### config.mk
export PLATFORM = sky130hd
export DESIGN_NAME = cswfs_top
export DESIGN_NICKNAME = d
export VERILOG_FILES = /design/src/inc/cswfs_pkg.sv /design/src/logic/cswfs_top.sv
export VERILOG_INCLUDE_DIRS = /design/src /design/src/inc
export SDC_FILE = /design/constraint.sdc
export NUM_CORES = 1
export LEC_CHECK = 0
export ABC_AREA = 1
export BUFFER_PORTS_ARGS = -buffer_cell sky130_fd_sc_hd__buf_2
export CORE_AREA = 3 3 129 131
export DETAILED_ROUTE_END_ITERATION = 6
export DIE_AREA = 0 0 132 134
export GPL_TIMING_DRIVEN = 1
export HOLD_SLACK_MARGIN = 0.03
export PLACE_DENSITY = 0.74
export SLEW_MARGIN = 15
export SYNTH_ARGS = -nofsm -noshare
export SYNTH_HDL_FRONTEND = slang
export SYNTH_SLANG_ARGS = --single-unit
### constraint.sdc
create_clock -name clk_i -period 10.74 [get_ports clk_i]
set_input_delay 2.148 -clock clk_i [delete_from_list [all_inputs] [get_ports clk_i]]
set_output_delay 2.148 -clock clk_i [all_outputs]
set_load 0.1 [all_outputs]
### src/inc/cswfs_regs.svh
// Purpose: register map, field positions and timing counts of the clock switch block
// Assumes: 100 MHz clock, AXI4-Lite word registers
// Notes: definitions only
`ifndef CSWFS_REGS_SVH
`define CSWFS_REGS_SVH
// ------------------------------------------------------------
// register offsets (byte addresses)
// ------------------------------------------------------------
`define CSWFS_OSC_CTRL_OFS 8'h00
`define CSWFS_CAUSE_OFS 8'h04
`define CSWFS_MISC_OFS 8'h08
// ------------------------------------------------------------
// oscillator control fields
// ------------------------------------------------------------
`define CSWFS_SWEN_BIT 0
`define CSWFS_CF_BIT 3
`define CSWFS_LOCK_BIT 5
`define CSWFS_NEW_LSB 8
`define CSWFS_CUR_LSB 12
`define CSWFS_KEY_LO1 8'h46
`define CSWFS_KEY_LO2 8'h57
`define CSWFS_KEY_HI1 8'h78
`define CSWFS_KEY_HI2 8'h9a
// ------------------------------------------------------------
// oscillator group codes and timing
// ------------------------------------------------------------
`define CSWFS_GRP_FAST 2'h1
`define CSWFS_GRP_SLOW 2'h2
`define CSWFS_CLK_NS 10
`define CSWFS_POR_NS 10000
`define CSWFS_POR_CYC ((`CSWFS_POR_NS + `CSWFS_CLK_NS - 1) / `CSWFS_CLK_NS)
`define CSWFS_MS_CYC (1000000 / `CSWFS_CLK_NS)
`define CSWFS_PWRT1_CYC (4 * `CSWFS_MS_CYC)
`define CSWFS_PWRT2_CYC (16 * `CSWFS_MS_CYC)
`define CSWFS_PWRT3_CYC (64 * `CSWFS_MS_CYC)
`define CSWFS_FILT_CYC 8
`define CSWFS_SWITCH_CYC 4
`endif

### src/inc/cswfs_pkg.sv
// Purpose: shared types of the clock switch block
// Assumes: nothing
// Notes: constants live in cswfs_regs.svh
package cswfs_pkg;
  typedef enum logic [2:0] {SEQ_POR, SEQ_POWERUP_TIMER, SEQ_HOLD, SEQ_QSYNC, SEQ_RUN} cswfs_seq_t;
  // raw oscillator and reset pins, sampled through synchronisers
  typedef struct packed {
    logic ext_reset_pin_n;
    logic brownout;
    logic osc_fail;
    logic osc_running;
    logic osc_startup_done;
    logic pll_lock;
  } cswfs_pins_t;
  // fuses and core events on this clock
  typedef struct packed {
    logic [2:0] osc_source_cfg;
    logic [3:0] primary_osc_cfg;
    logic [1:0] switch_monitor_cfg;
    logic [1:0] powerup_cfg;
    logic wdt_cfg_en;
  } cswfs_cfg_t;
  typedef struct packed {
    logic sleep;
    logic wdt_timeout;
    logic reset_instr;
    logic trap_lockup;
    logic illegal_op;
  } cswfs_core_t;
endpackage

### src/logic/cswfs_top.sv
// Purpose: clock group switching, fail-safe monitor and power-up reset sequencing
// Assumes: 100 MHz clk_i; AXI4-Lite slave; fuses static after reset
// Notes: raw pins are synchronised here
// Functional notes
// slow osc on at power-up; after timer kept only for monitor, watchdog or selection
// monitor enabled: slow osc runs except Sleep, soft watchdog bit ignored
// oscillator failure raises trap and moves clock to fast internal osc
// failure loads fast group, sets fail flag bit 3, clears switch enable bit 0
// failure leaves watchdog on slow osc untouched
// monitor on: clock not ready at timer expiry gives trap and fast osc
// four groups; switch only between groups; primary choice from primary config
// read-only current group field; software writes separate new group field
// power-on and brown-out load current and new group from source config
// read-only PLL lock and clock fail status bits
// switch starts when enable set; clearing enable aborts transition
// switch/monitor config 1x disables switching and monitor
// switching disabled: config selects clock; current field only reports
// software avoids clocks below 100 kHz with monitor on
// low byte writable only after 0x46 then 0x57, for one write
// high byte writable only after 0x78 then 0x9a, for one write
// reset causes recorded in readable status bits
// watchdog wake-up from Sleep is no reset
// external reset pin filtered; internal resets never drive it
// power-on delay, then power-up delay, release on first quadrature phase
// no monitor and no timer: leave reset at once
// no monitor and no clock: stay in reset until clock appears
`timescale 1ns/1ps
`include "cswfs_regs.svh"

module cswfs_top import cswfs_pkg::*; #(
  parameter int unsigned PWRT1_CYC = `CSWFS_PWRT1_CYC,
  parameter int unsigned PWRT2_CYC = `CSWFS_PWRT2_CYC,
  parameter int unsigned PWRT3_CYC = `CSWFS_PWRT3_CYC
) (
  input wire logic clk_i,
  input wire logic rstn_i,
  input wire logic ce_i,
  input wire cswfs_pins_t pins_i,
  input wire cswfs_cfg_t cfg_i,
  input wire cswfs_core_t core_i,
  input wire logic [7:0] s_axi_awaddr,
  input wire logic s_axi_awvalid,
  output logic s_axi_awready,
  input wire logic [31:0] s_axi_wdata,
  input wire logic [3:0] s_axi_wstrb,
  input wire logic s_axi_wvalid,
  output logic s_axi_wready,
  output logic [1:0] s_axi_bresp,
  output logic s_axi_bvalid,
  input wire logic s_axi_bready,
  input wire logic [7:0] s_axi_araddr,
  input wire logic s_axi_arvalid,
  output logic s_axi_arready,
  output logic [31:0] s_axi_rdata,
  output logic [1:0] s_axi_rresp,
  output logic s_axi_rvalid,
  input wire logic s_axi_rready,
  output logic system_reset_o,
  output logic slow_osc_en_o,
  output logic [1:0] sys_clk_grp_o,
  output logic [3:0] primary_sel_o,
  output logic clock_fail_trap_o
);

  // ----------------------------------------------------------
  // state
  // ----------------------------------------------------------
  typedef struct packed {
    cswfs_pins_t s1;
    cswfs_pins_t s2;
    cswfs_seq_t seq;
    logic [23:0] cnt;
    logic [1:0] q;
    logic [1:0] cur;
    logic [1:0] nsel;
    logic cf;
    logic swen;
    logic [3:0] swcnt;
    logic [1:0] unlo;
    logic [1:0] unhi;
    logic [7:0] cause;
    logic soft_wdt;
    logic [3:0] filt;
    logic pin_low;
    logic sys_rst;
    logic slow_en;
    logic [1:0] grp;
    logic [3:0] prim;
    logic trap;
    logic aw_ok;
    logic [7:0] aw_addr;
    logic w_ok;
    logic [31:0] wdata;
    logic [3:0] wstrb;
    logic bvalid;
    logic [1:0] bresp;
    logic rvalid;
    logic [31:0] rdata;
    logic [1:0] rresp;
    logic awrdy;
    logic wrdy;
    logic ardy;
  } cswfs_state_t;

  cswfs_state_t r;
  cswfs_state_t next_r;
  logic [1:0] rst_sync;
  logic rstn;
  logic failsafe_monitor_en;
  logic sw_en_cfg;
  logic [23:0] powerup_timer_lim;
  logic not_ready;
  logic reset_evt;

  // reset released through two flip-flops
  always_ff @(posedge clk_i or negedge rstn_i) begin
    if (!rstn_i) begin
      rst_sync <= 2'h0;
    end else begin
      rst_sync <= {rst_sync[0], 1'b1};
    end
  end
  assign rstn = rst_sync[1];

  // config decode
  assign sw_en_cfg = !cfg_i.switch_monitor_cfg[1];
  assign failsafe_monitor_en = (cfg_i.switch_monitor_cfg == 2'h0);
  assign not_ready = !r.s2.osc_running || !r.s2.osc_startup_done || !r.s2.pll_lock;
  // watchdog timeout in Sleep is only a wake-up
  assign reset_evt = (core_i.wdt_timeout && !core_i.sleep) || core_i.reset_instr
                     || core_i.trap_lockup || core_i.illegal_op;

  // power-up delay chosen by fuse
  always_comb begin
    case (cfg_i.powerup_cfg)
      2'h1: powerup_timer_lim = 24'(PWRT1_CYC);
      2'h2: powerup_timer_lim = 24'(PWRT2_CYC);
      2'h3: powerup_timer_lim = 24'(PWRT3_CYC);
      default: powerup_timer_lim = 24'h0;
    endcase
  end

  // ----------------------------------------------------------
  // next state
  // ----------------------------------------------------------
  always_comb begin
    next_r = r;
    next_r.trap = 1'b0;
    // pins pass two flops; only s2 is looked at
    next_r.s1 = pins_i;
    next_r.s2 = r.s1;
    next_r.q = r.q + 2'h1;
    // pin noise filter, a pulse shorter than the filter is dropped
    if (r.s2.ext_reset_pin_n) begin
      next_r.filt = 4'h0;
      next_r.pin_low = 1'b0;
    end else if (r.filt == 4'(`CSWFS_FILT_CYC)) begin
      next_r.pin_low = 1'b1;
    end else begin
      next_r.filt = r.filt + 4'h1;
    end
    // sequencer
    case (r.seq)
      SEQ_POR: begin
        // groups loaded from source config on power-on and brown-out
        next_r.cur = cfg_i.osc_source_cfg[1:0];
        next_r.nsel = cfg_i.osc_source_cfg[1:0];
        next_r.swen = 1'b0;
        next_r.cnt = r.cnt + 24'h1;
        // fixed power-on delay
        if (r.cnt >= 24'(`CSWFS_POR_CYC - 1)) begin
          next_r.cnt = 24'h0;
          next_r.seq = SEQ_POWERUP_TIMER;
        end
      end
      SEQ_POWERUP_TIMER: begin
        next_r.cnt = r.cnt + 24'h1;
        // zero power-up delay falls through at once
        if (r.cnt >= powerup_timer_lim) begin
          next_r.cnt = 24'h0;
          next_r.seq = SEQ_QSYNC;
        end
      end
      SEQ_HOLD: begin
        if (!r.pin_low) begin
          next_r.seq = SEQ_QSYNC;
        end
      end
      SEQ_QSYNC: begin
        // frozen until a clock appears when the monitor is off
        // release lines up with the first quadrature phase
        if (r.q == 2'h3 && (failsafe_monitor_en || r.s2.osc_running)) begin
          next_r.sys_rst = 1'b0;
          next_r.seq = SEQ_RUN;
          // clock still not ready when the timers end
          if (failsafe_monitor_en && not_ready) begin
            next_r.trap = 1'b1;
            next_r.cur = `CSWFS_GRP_FAST;
            next_r.cf = 1'b1;
            next_r.swen = 1'b0;
          end
        end
      end
      SEQ_RUN: begin
        // switch runs while enable stays set; clearing it aborts
        if (r.swen && sw_en_cfg) begin
          next_r.swcnt = r.swcnt + 4'h1;
          if (r.swcnt == 4'(`CSWFS_SWITCH_CYC)) begin
            // only the group changes hands
            next_r.cur = r.nsel;
            next_r.swen = 1'b0;
            next_r.swcnt = 4'h0;
          end
        end else begin
          next_r.swcnt = 4'h0;
        end
        // failure moves the clock to the fast group
        // fast code, fail flag set, switch enable cleared
        if (failsafe_monitor_en && r.s2.osc_fail && r.cur != `CSWFS_GRP_FAST) begin
          next_r.trap = 1'b1;
          next_r.cur = `CSWFS_GRP_FAST;
          next_r.cf = 1'b1;
          next_r.swen = 1'b0;
          next_r.swcnt = 4'h0;
        end
      end
      default: next_r.seq = SEQ_POR;
    endcase
    // ----------------------------------------------------------
    // AXI4-Lite slave, one write and one read in flight
    // ----------------------------------------------------------
    if (s_axi_awvalid && r.awrdy) begin
      next_r.aw_ok = 1'b1;
      next_r.aw_addr = s_axi_awaddr;
    end
    if (s_axi_wvalid && r.wrdy) begin
      next_r.w_ok = 1'b1;
      next_r.wdata = s_axi_wdata;
      next_r.wstrb = s_axi_wstrb;
    end
    if (r.bvalid && s_axi_bready) begin
      next_r.bvalid = 1'b0;
    end
    if (r.aw_ok && r.w_ok) begin
      next_r.aw_ok = 1'b0;
      next_r.w_ok = 1'b0;
      next_r.bvalid = 1'b1;
      next_r.bresp = 2'h0;
      // any write other than the key steps closes both locks
      next_r.unlo = 2'h0;
      next_r.unhi = 2'h0;
      case (r.aw_addr)
        `CSWFS_OSC_CTRL_OFS: begin
          // low byte: key pair, then one write
          if (r.wstrb[0]) begin
            if (r.unlo == 2'h2) begin
              next_r.swen = r.wdata[`CSWFS_SWEN_BIT] && r.seq == SEQ_RUN && !next_r.trap;
            end else if (r.unlo == 2'h1 && r.wdata[7:0] == `CSWFS_KEY_LO2) begin
              next_r.unlo = 2'h2;
            end else if (r.wdata[7:0] == `CSWFS_KEY_LO1) begin
              next_r.unlo = 2'h1;
            end
          end
          // high byte: key pair, then one write
          if (r.wstrb[1]) begin
            if (r.unhi == 2'h2) begin
              // only the new group is writable
              next_r.nsel = r.wdata[`CSWFS_NEW_LSB +: 2];
            end else if (r.unhi == 2'h1 && r.wdata[15:8] == `CSWFS_KEY_HI2) begin
              next_r.unhi = 2'h2;
            end else if (r.wdata[15:8] == `CSWFS_KEY_HI1) begin
              next_r.unhi = 2'h1;
            end
          end
        end
        `CSWFS_CAUSE_OFS: begin
          if (r.wstrb[0]) begin
            next_r.cause = r.wdata[7:0];
          end
        end
        `CSWFS_MISC_OFS: begin
          if (r.wstrb[0]) begin
            next_r.soft_wdt = r.wdata[0];
          end
        end
        default: next_r.bresp = 2'h2;
      endcase
    end
    if (r.rvalid && s_axi_rready) begin
      next_r.rvalid = 1'b0;
    end
    if (s_axi_arvalid && r.ardy) begin
      next_r.rvalid = 1'b1;
      next_r.rresp = 2'h0;
      next_r.rdata = 32'h0;
      case (s_axi_araddr)
        // lock and fail status read back
        `CSWFS_OSC_CTRL_OFS: begin
          next_r.rdata[`CSWFS_CUR_LSB +: 2] = r.cur;
          next_r.rdata[`CSWFS_NEW_LSB +: 2] = r.nsel;
          next_r.rdata[`CSWFS_LOCK_BIT] = r.s2.pll_lock;
          next_r.rdata[`CSWFS_CF_BIT] = r.cf;
          next_r.rdata[`CSWFS_SWEN_BIT] = r.swen;
        end
        `CSWFS_CAUSE_OFS: next_r.rdata[7:0] = r.cause;
        `CSWFS_MISC_OFS: begin
          next_r.rdata[3:0] = {r.sys_rst, r.slow_en, failsafe_monitor_en, r.soft_wdt};
        end
        default: next_r.rresp = 2'h2;
      endcase
    end
    // causes set after software writes so a set wins
    if (r.s2.brownout) begin
      next_r.cause[0] = 1'b1;
      next_r.seq = SEQ_POR;
      next_r.cnt = 24'h0;
      next_r.sys_rst = 1'b1;
    end else if ((r.pin_low && !r.sys_rst) || reset_evt) begin
      next_r.cause[5] = next_r.cause[5] | r.pin_low;
      next_r.cause[2] = next_r.cause[2] | (r.pin_low && core_i.sleep);
      next_r.cause[3] = next_r.cause[3] | core_i.wdt_timeout;
      next_r.cause[4] = next_r.cause[4] | core_i.reset_instr;
      next_r.cause[7] = next_r.cause[7] | core_i.trap_lockup;
      next_r.cause[6] = next_r.cause[6] | core_i.illegal_op;
      next_r.seq = SEQ_HOLD;
      next_r.sys_rst = 1'b1;
    end else if (core_i.wdt_timeout && core_i.sleep) begin
      // wake-up flags only
      next_r.cause[3] = 1'b1;
      next_r.cause[2] = 1'b1;
    end
    // slow osc on in reset, then only while needed
    // a failure never removes the watchdog's clock
    if (next_r.seq != SEQ_RUN) begin
      next_r.slow_en = 1'b1;
    end else if (failsafe_monitor_en) begin
      next_r.slow_en = !core_i.sleep;
    end else begin
      next_r.slow_en = cfg_i.wdt_cfg_en || r.soft_wdt || next_r.cur == `CSWFS_GRP_SLOW;
    end
    // with switching off the fuses pick the clock directly
    if (!sw_en_cfg) begin
      next_r.cur = cfg_i.osc_source_cfg[1:0];
    end
    next_r.grp = next_r.cur;
    // primary choice always from primary config
    next_r.prim = cfg_i.primary_osc_cfg;
    // readies kept in flops so every port comes from one
    next_r.awrdy = !next_r.aw_ok && !next_r.bvalid;
    next_r.wrdy = !next_r.w_ok && !next_r.bvalid;
    next_r.ardy = !next_r.rvalid;
  end

  // state register; clock enable freezes everything
  always_ff @(posedge clk_i or negedge rstn) begin
    if (!rstn) begin
      r <= '0;
      r.seq <= SEQ_POR;
      r.cause <= 8'h03;
      r.sys_rst <= 1'b1;
      r.slow_en <= 1'b1;
      r.s1 <= 6'h20;
      r.s2 <= 6'h20;
    end else if (ce_i) begin
      r <= next_r;
    end
  end

  // ----------------------------------------------------------
  // outputs straight from flops
  // ----------------------------------------------------------
  assign s_axi_awready = r.awrdy;
  assign s_axi_wready = r.wrdy;
  assign s_axi_bvalid = r.bvalid;
  assign s_axi_bresp = r.bresp;
  assign s_axi_arready = r.ardy;
  assign s_axi_rvalid = r.rvalid;
  assign s_axi_rdata = r.rdata;
  assign s_axi_rresp = r.rresp;
  assign system_reset_o = r.sys_rst;
  assign slow_osc_en_o = r.slow_en;
  assign sys_clk_grp_o = r.grp;
  assign primary_sel_o = r.prim;
  assign clock_fail_trap_o = r.trap;
endmodule // cswfs_top

==> qor.txt, run 1 <==
Hold Crit Class - reg2reg
Required time worst endpoint - 11.07 ns
Total track usage - 18.28%
Clock Skews - 0.009349 ns
Status - finished clean
DRT antenna net count - 0
Crit path to - r[126]
Register clock-pin slew on the reported worst setup and hold paths - 0.06 ns
Max_slew headroom - 34.45%
Share of layout cells above drive strength 1 - 18.59%
Mean Syn Cell Area - 8.324 um^2
Syn Inst Count - 838
Worst hold slack - 0.3510 ns
Vias per cell - 4.937
CP arrival - 4.91 ns
Root buffer cell - clkbuf_16
Via count - 5633
DR iter-0 viols - 297
GRT Residual Overflow - 0
Max-slew violations - 0
DR DRC count - 0
Nets@finish - 1020
Ys flop type - dfrtp_1
Total CTS buffers - 17
Adder-Cell Fraction of Synth Area - 4.484%
Maximum VDD drop - 210.5 uV
Period Utilization, post-route - 42.64%
CTS Hold Bufs - 0
Post-CTS resize count - 0
Commonest non-fill, non-tap cells in the layout - nand2_1, dfrtp_1, inv_1
Site Rows - 46
Max-cap viol count - 0
Mapped Area - 6975 um^2
Post-synthesis mux area share - 1.901%
Ports - 133
RD Place Congestion - 0.8618
Leading cell type in the layout, fill and taps excluded - nand2_1
Post-synthesis simple-gate area fraction - 20.81%
Place WS - 5.693 ns
Core Footprint - 15710 um^2
Layout area overhead - 14.76%
Inserted Diodes - 0
Worst-Skew Late Latency - 0.42 ns
Pleak - 3.912 nW
Die extent in x - 132 um
Finished Core Util - 50.95%
Synth Area in Compound Gates - 13.06%
Setup bufs post-CTS - 0
Largest net degree at the start of global routing - 71
YS warnings - 0
Reg2reg start - r[157]
Final worst slack - 6.160 ns
Vias in the first global route - 5596
Initial Utilization - 44.39%
CTS H-tree lvls - 4
Critical-path maximum fanout - 50
Routed wire per std cell - 13.64 um
RSZ-0062 raised after global routing - no
Die ar. - 17690 um^2
WL final - 15570 um
I/O Buffers - 91
Synthesis-stage register bit count - 125
Post-synth EDFFs - 0
Max Root-Sink Buffers - 2
Clock tree sinks - 125
Crit Path Class - in2reg
Post-Synth XOR/XNOR Area - 2.762%
Slew @ Worst Pin - 0.9833 ns
Reg-to-Reg End - r[126]
Post-synthesis sequential area ratio - 44.95%
Final Hold Viols - 0
Die height - 134 um
Setup violations, final - 0
Number of library cell types mapped by synthesis - 40
CP Capture Type - flop
Combinational family with the most area after synthesis - simple AND/OR/NAND/NOR gates
Worst reg2reg path depth - 6
Power Dens Cells - 203.0 nW/um^2
Setup TNS - 0 ns
Setup crit start - ce_i
First-pass GRT wire length - 26320 um
Initial antenna violation count - 0
R2R Setup Slk - 8.11 ns
Fmax - 218.3 MHz
HPWL Detailed - 11620 um
Asr flop ratio synth - 100.0%
CTS tree - built
Min Tclk post-route - 4.580 ns
DR pass1 iterations - 5
CP Launch Type - primary input
==> layer usage <==
layer | global-route usage, % | wire [um] | part of all wire [%]
met1 | 21.40 | 6428 | 41
met2 | 31.78 | 7883 | 51
met4 | 7.235 | 370 | 2.4
met5 | 0 | 0 | 0
met3 | 5.251 | 885 | 5.7
==> cells in the mapped netlist, types with 5 or more instances <==
cell type	count	area, um^2
xor2_1	21	183.9
o22ai_1	5	31.28
nand4_1	15	93.84
o211ai_1	9	67.56
mux2_2	10	112.6
dfstp_2	6	157.7
nor4_1	7	43.79
nor2_1	79	296.5
a21oi_1	38	190.2
o31ai_1	6	45.04
ha_1	25	312.8
nand2_1	175	656.9
o22ai_2	20	250.2
inv_1	112	420.4
buf_4	42	315.3
dfrtp_1	119	2978
clkbuf_1	12	45.04
nor3_1	18	90.09
o21ai_0	44	220.2
nand3_1	42	210.2
==> critical path, stage by stage <==
cell	delay, ns
buf_2	0.07
buf_4	0.40
inv_1	0.42
a31oi_4	0.89
nand2_2	0.09
a21oi_2	0.19
nand2_2	0.39
mux2i_1	0.26
==> through the flow <==
step / total power, mW / cell area, um^2 / cells
after CTS: 1.640 / 8005 / 1141
final: 1.625 / 8005 / 1141
after global routing: 1.714 / 8005 / 1141
after floorplan: 0.9823 / 7054 / 859
after detailed placement: 1.059 / 7410 / 1109
after global placement: 1.046 / 7410 / 1109
==> worst min-delay path by stage <==
stage,startpoint,endpoint,slack (ns),depth (start not counted)
floorplan,rst_sync[0],rst_sync[1],0.33,0
global placement,rst_sync[0],rst_sync[1],0.34,0
detailed placement,rst_sync[0],rst_sync[1],0.34,0
CTS,rst_sync[0],rst_sync[1],0.35,0
global route,rst_sync[0],rst_sync[1],0.37,0
finish,rst_sync[0],rst_sync[1],0.35,0
==> kinds of logic (layout without fill, tap and decap cells) <==
family | after synthesis | count (layout)
xor gates and xnor gates | 22 | 22
other | 2 | 23
buffers and inverters | 175 | 241
muxes | 12 | 12
adders and majority gates | 25 | 25
AOI/OAI and AO/OA | 133 | 133
and+or+nand+nor | 344 | 344
DFF | 125 | 125
==> registers in the layout, summed over array words and instances (netlist names) <==
name               cells
r                     89
s_axi_rdata           12
next_r                 6
primary_sel_o          4
rst_sync               2
sys_clk_grp_o          2
clock_fail_trap_o      1
s_axi_arready          1
s_axi_awready          1
s_axi_bresp            1
s_axi_bvalid           1
s_axi_rresp            1
s_axi_rvalid           1
s_axi_wready           1
slow_osc_en_o          1
system_reset_o         1
==> power breakdown <==
group	leakage [nW]	switching [mW]	internal, mW
combinational	2.09	0.305	0.110
clock	0.282	0.221	0.352
sequential	1.54	0.0678	0.569
total	3.91	0.594	1.03
==> layout make-up <==
class / count / area (um^2)
clock buffers: 19 / 442.9
clock inverters: 13 / 152.6
fillers: 1473 / 7707
inverters: 114 / 427.9
multi-input cells: 559 / 3087
flip-flops and latches: 125 / 3139
well taps: 216 / 270.3
repair buffers: 95 / 485.5
No activity file was read; power rests on OpenSTA's default activity.
==> run 2: changes to the inputs <==
==> constraint.sdc (replaced) <==
create_clock -name clk_i -period 4.5 [get_ports clk_i]
set_input_delay 0.9 -clock clk_i [delete_from_list [all_inputs] [get_ports clk_i]]
set_output_delay 0.9 -clock clk_i [all_outputs]
set_load 0.1 [all_outputs]
==> run 2 against run 1 <==
  * Sequential power increased by 140%
  * Global-route usage about the same
  * Design area up 1.0%
  * Register-to-register slack got worse by 5.9 ns
  * Non-clock buffer count rose by 2
  * Sequential share of layout area shrank 0.40 points
  * Flip-flop and latch count unchanged
  * Via count down 0.32%
  * Setup slack worse by 4.4 ns
  * Utilization rose by 0.53 points
  * Clock power rose to 2.7 times the previous value
  * Cell count is 0.18% higher
  * Critical endpoint unchanged
  * Largest cell class unchanged
  * Highest routed layer unchanged
==> qor.txt, run 2 (synthesis results as in run 1) <==
Largest net degree at the start of global routing - 53
Slew @ Worst Pin - 0.6787 ns
Crit-path most repeated cell - nand2_1
Maximum VDD drop - 378.6 uV
HPWL Detailed - 11670 um
DR iter-0 viols - 371
Total track usage - 18.28%
Status - finished clean
CTS tree - built
CTS H-tree lvls - 4
Vias in the first global route - 5618
Power Dens Cells - 497.7 nW/um^2
Initial antenna violation count - 0
Register clock-pin slew on the reported worst setup and hold paths - 0.06 ns
Final Power - 4.026 mW
Nets@finish - 1022
Worst-Skew Late Latency - 0.42 ns
Vias per cell - 4.913
Setup crit start - cfg_i[2]
Post-CTS resize count - 0
Internal power - 2.636 mW
CP Launch Type - primary input
Routed wire per std cell - 13.68 um
Required time worst endpoint - 4.77 ns
Pleak - 3.960 nW
Share of layout cells above drive strength 1 - 18.88%
Die ar. - 17690 um^2
CTS Hold Bufs - 0
Initial Utilization - 44.39%
WL final - 15630 um
Period Utilization, post-route - 61.42%
Net load switching power - 1.389 mW
Total CTS buffers - 17
Setup violations, final - 0
Crit path cell chain - buf_2, inv_1, ha_1, inv_1, ha_1, nand2_1, nor2_1, nand2_1, nor2_1, nand2_1, nand3_1, nand2_1, nand2_2, mux2i_1
Crit Path Class - in2reg
Root buffer cell - clkbuf_16
Leading cell type in the layout, fill and taps excluded - nand2_1
Via count - 5615
Gate power share - 24.6%
Min Tclk post-route - 2.764 ns
Inserted Diodes - 0
CP arrival - 3.03 ns
RSZ-0062 raised after global routing - no
DR pass1 iterations - 4
Register share of total power - 37.7%
Final Hold Viols - 0
Worst reg2reg path depth - 10
Sw Ratio - 34.51%
I/O Buffers - 91
Setup bufs post-CTS - 0
DR DRC count - 0
Hold Crit Class - in2async
Crit-path slowest cell - nand2_2
DRT antenna net count - 0
Die extent in x - 132 um
Reg-to-Reg End - r[126]
Max Root-Sink Buffers - 2
Critical-path maximum fanout - 23
Site Rows - 46
GRT Residual Overflow - 0
Reg2reg start - r[147]
CP peak stage delay - 0.53 ns
RD Place Congestion - 0.8648
Max FFs per register - 89
Die height - 134 um
Layout area overhead - 15.95%
First-pass GRT wire length - 26300 um
Biggest register - r
Max-cap viol count - 0
Commonest non-fill, non-tap cells in the layout - nand2_1, dfrtp_1, inv_1
R2R Setup Slk - 2.19 ns
Core Footprint - 15710 um^2
Setup TNS - 0 ns
Ports - 133
CP Capture Type - flop
Clock tree sinks - 125
Fmax - 361.8 MHz
Clock power share - 37.7%
Max_slew headroom - 54.59%
Clock Skews - 0.01239 ns
Max-slew violations - 0
## run 2: cell count changes in the layout (fill, tap and decap cells not counted), sizes merged
cell	delta
clkinv	+1
clkinvlp	-1
buf	+2
bufinv	+3
inv	-3
## run 2: layout make-up
type	count	area, um^2
Clock inverter	13	210.2
Fill cell	1509	7625
Timing Repair Buffer	97	500.5
Inverter	114	427.9
Sequential cell	125	3139
Multi-Input combinational cell	559	3087
Clock buffer	19	452.9
Tap cell	216	270.3
## run 2: power by group through the flow
stage | Sequential (mW) | Combinational (mW) | Clock [mW]
finish | 1.52 | 0.992 | 1.52
global route | 1.55 | 1.09 | 1.60
CTS | 1.52 | 1.00 | 1.54
detailed placement | 1.53 | 0.996 | 0
global placement | 1.53 | 0.974 | 0
floorplan | 1.62 | 0.724 | 0
## run 2: metal layers
metal,global-route usage [%],up-vias,share of wire (%)
met5,0,-,0
met1,21.47,2643,42
li1,-,2831,-
met3,5.289,26,5.4
met2,31.70,115,50
met4,7.176,0,2.5
## run 2: worst max-delay path, delay by kind of cell
family | cells | cell delay, ns
buf+inv | 3 | 0.28
mux | 1 | 0.14
simple gates | 8 | 1.21
fa+ha+maj | 2 | 0.49
## run 2: how the worst max path moves through the flow
stage	end	slack [ns]
floorplan	clock_fail_trap_o	0.77
global placement	r[126]	1.35
detailed placement	r[126]	1.31
CTS	r[126]	1.74
global route	r[142]	1.51
finish	r[126]	1.74
## run 2: per-stage QoR
stage	area [um^2]	hold slack, ns	instances	utilization, %	setup slack (ns)
after CTS	8088	0.2420	1143	51.47	1.741
after global routing	8088	0.2419	1143	51.47	1.512
after global placement	7425	0.3052	1111	47.25	1.349
after floorplan	7054	0.3312	859	-	0.7701
after detailed placement	7425	0.3054	1111	47.25	1.311
final	8088	0.2587	1143	51.47	1.736
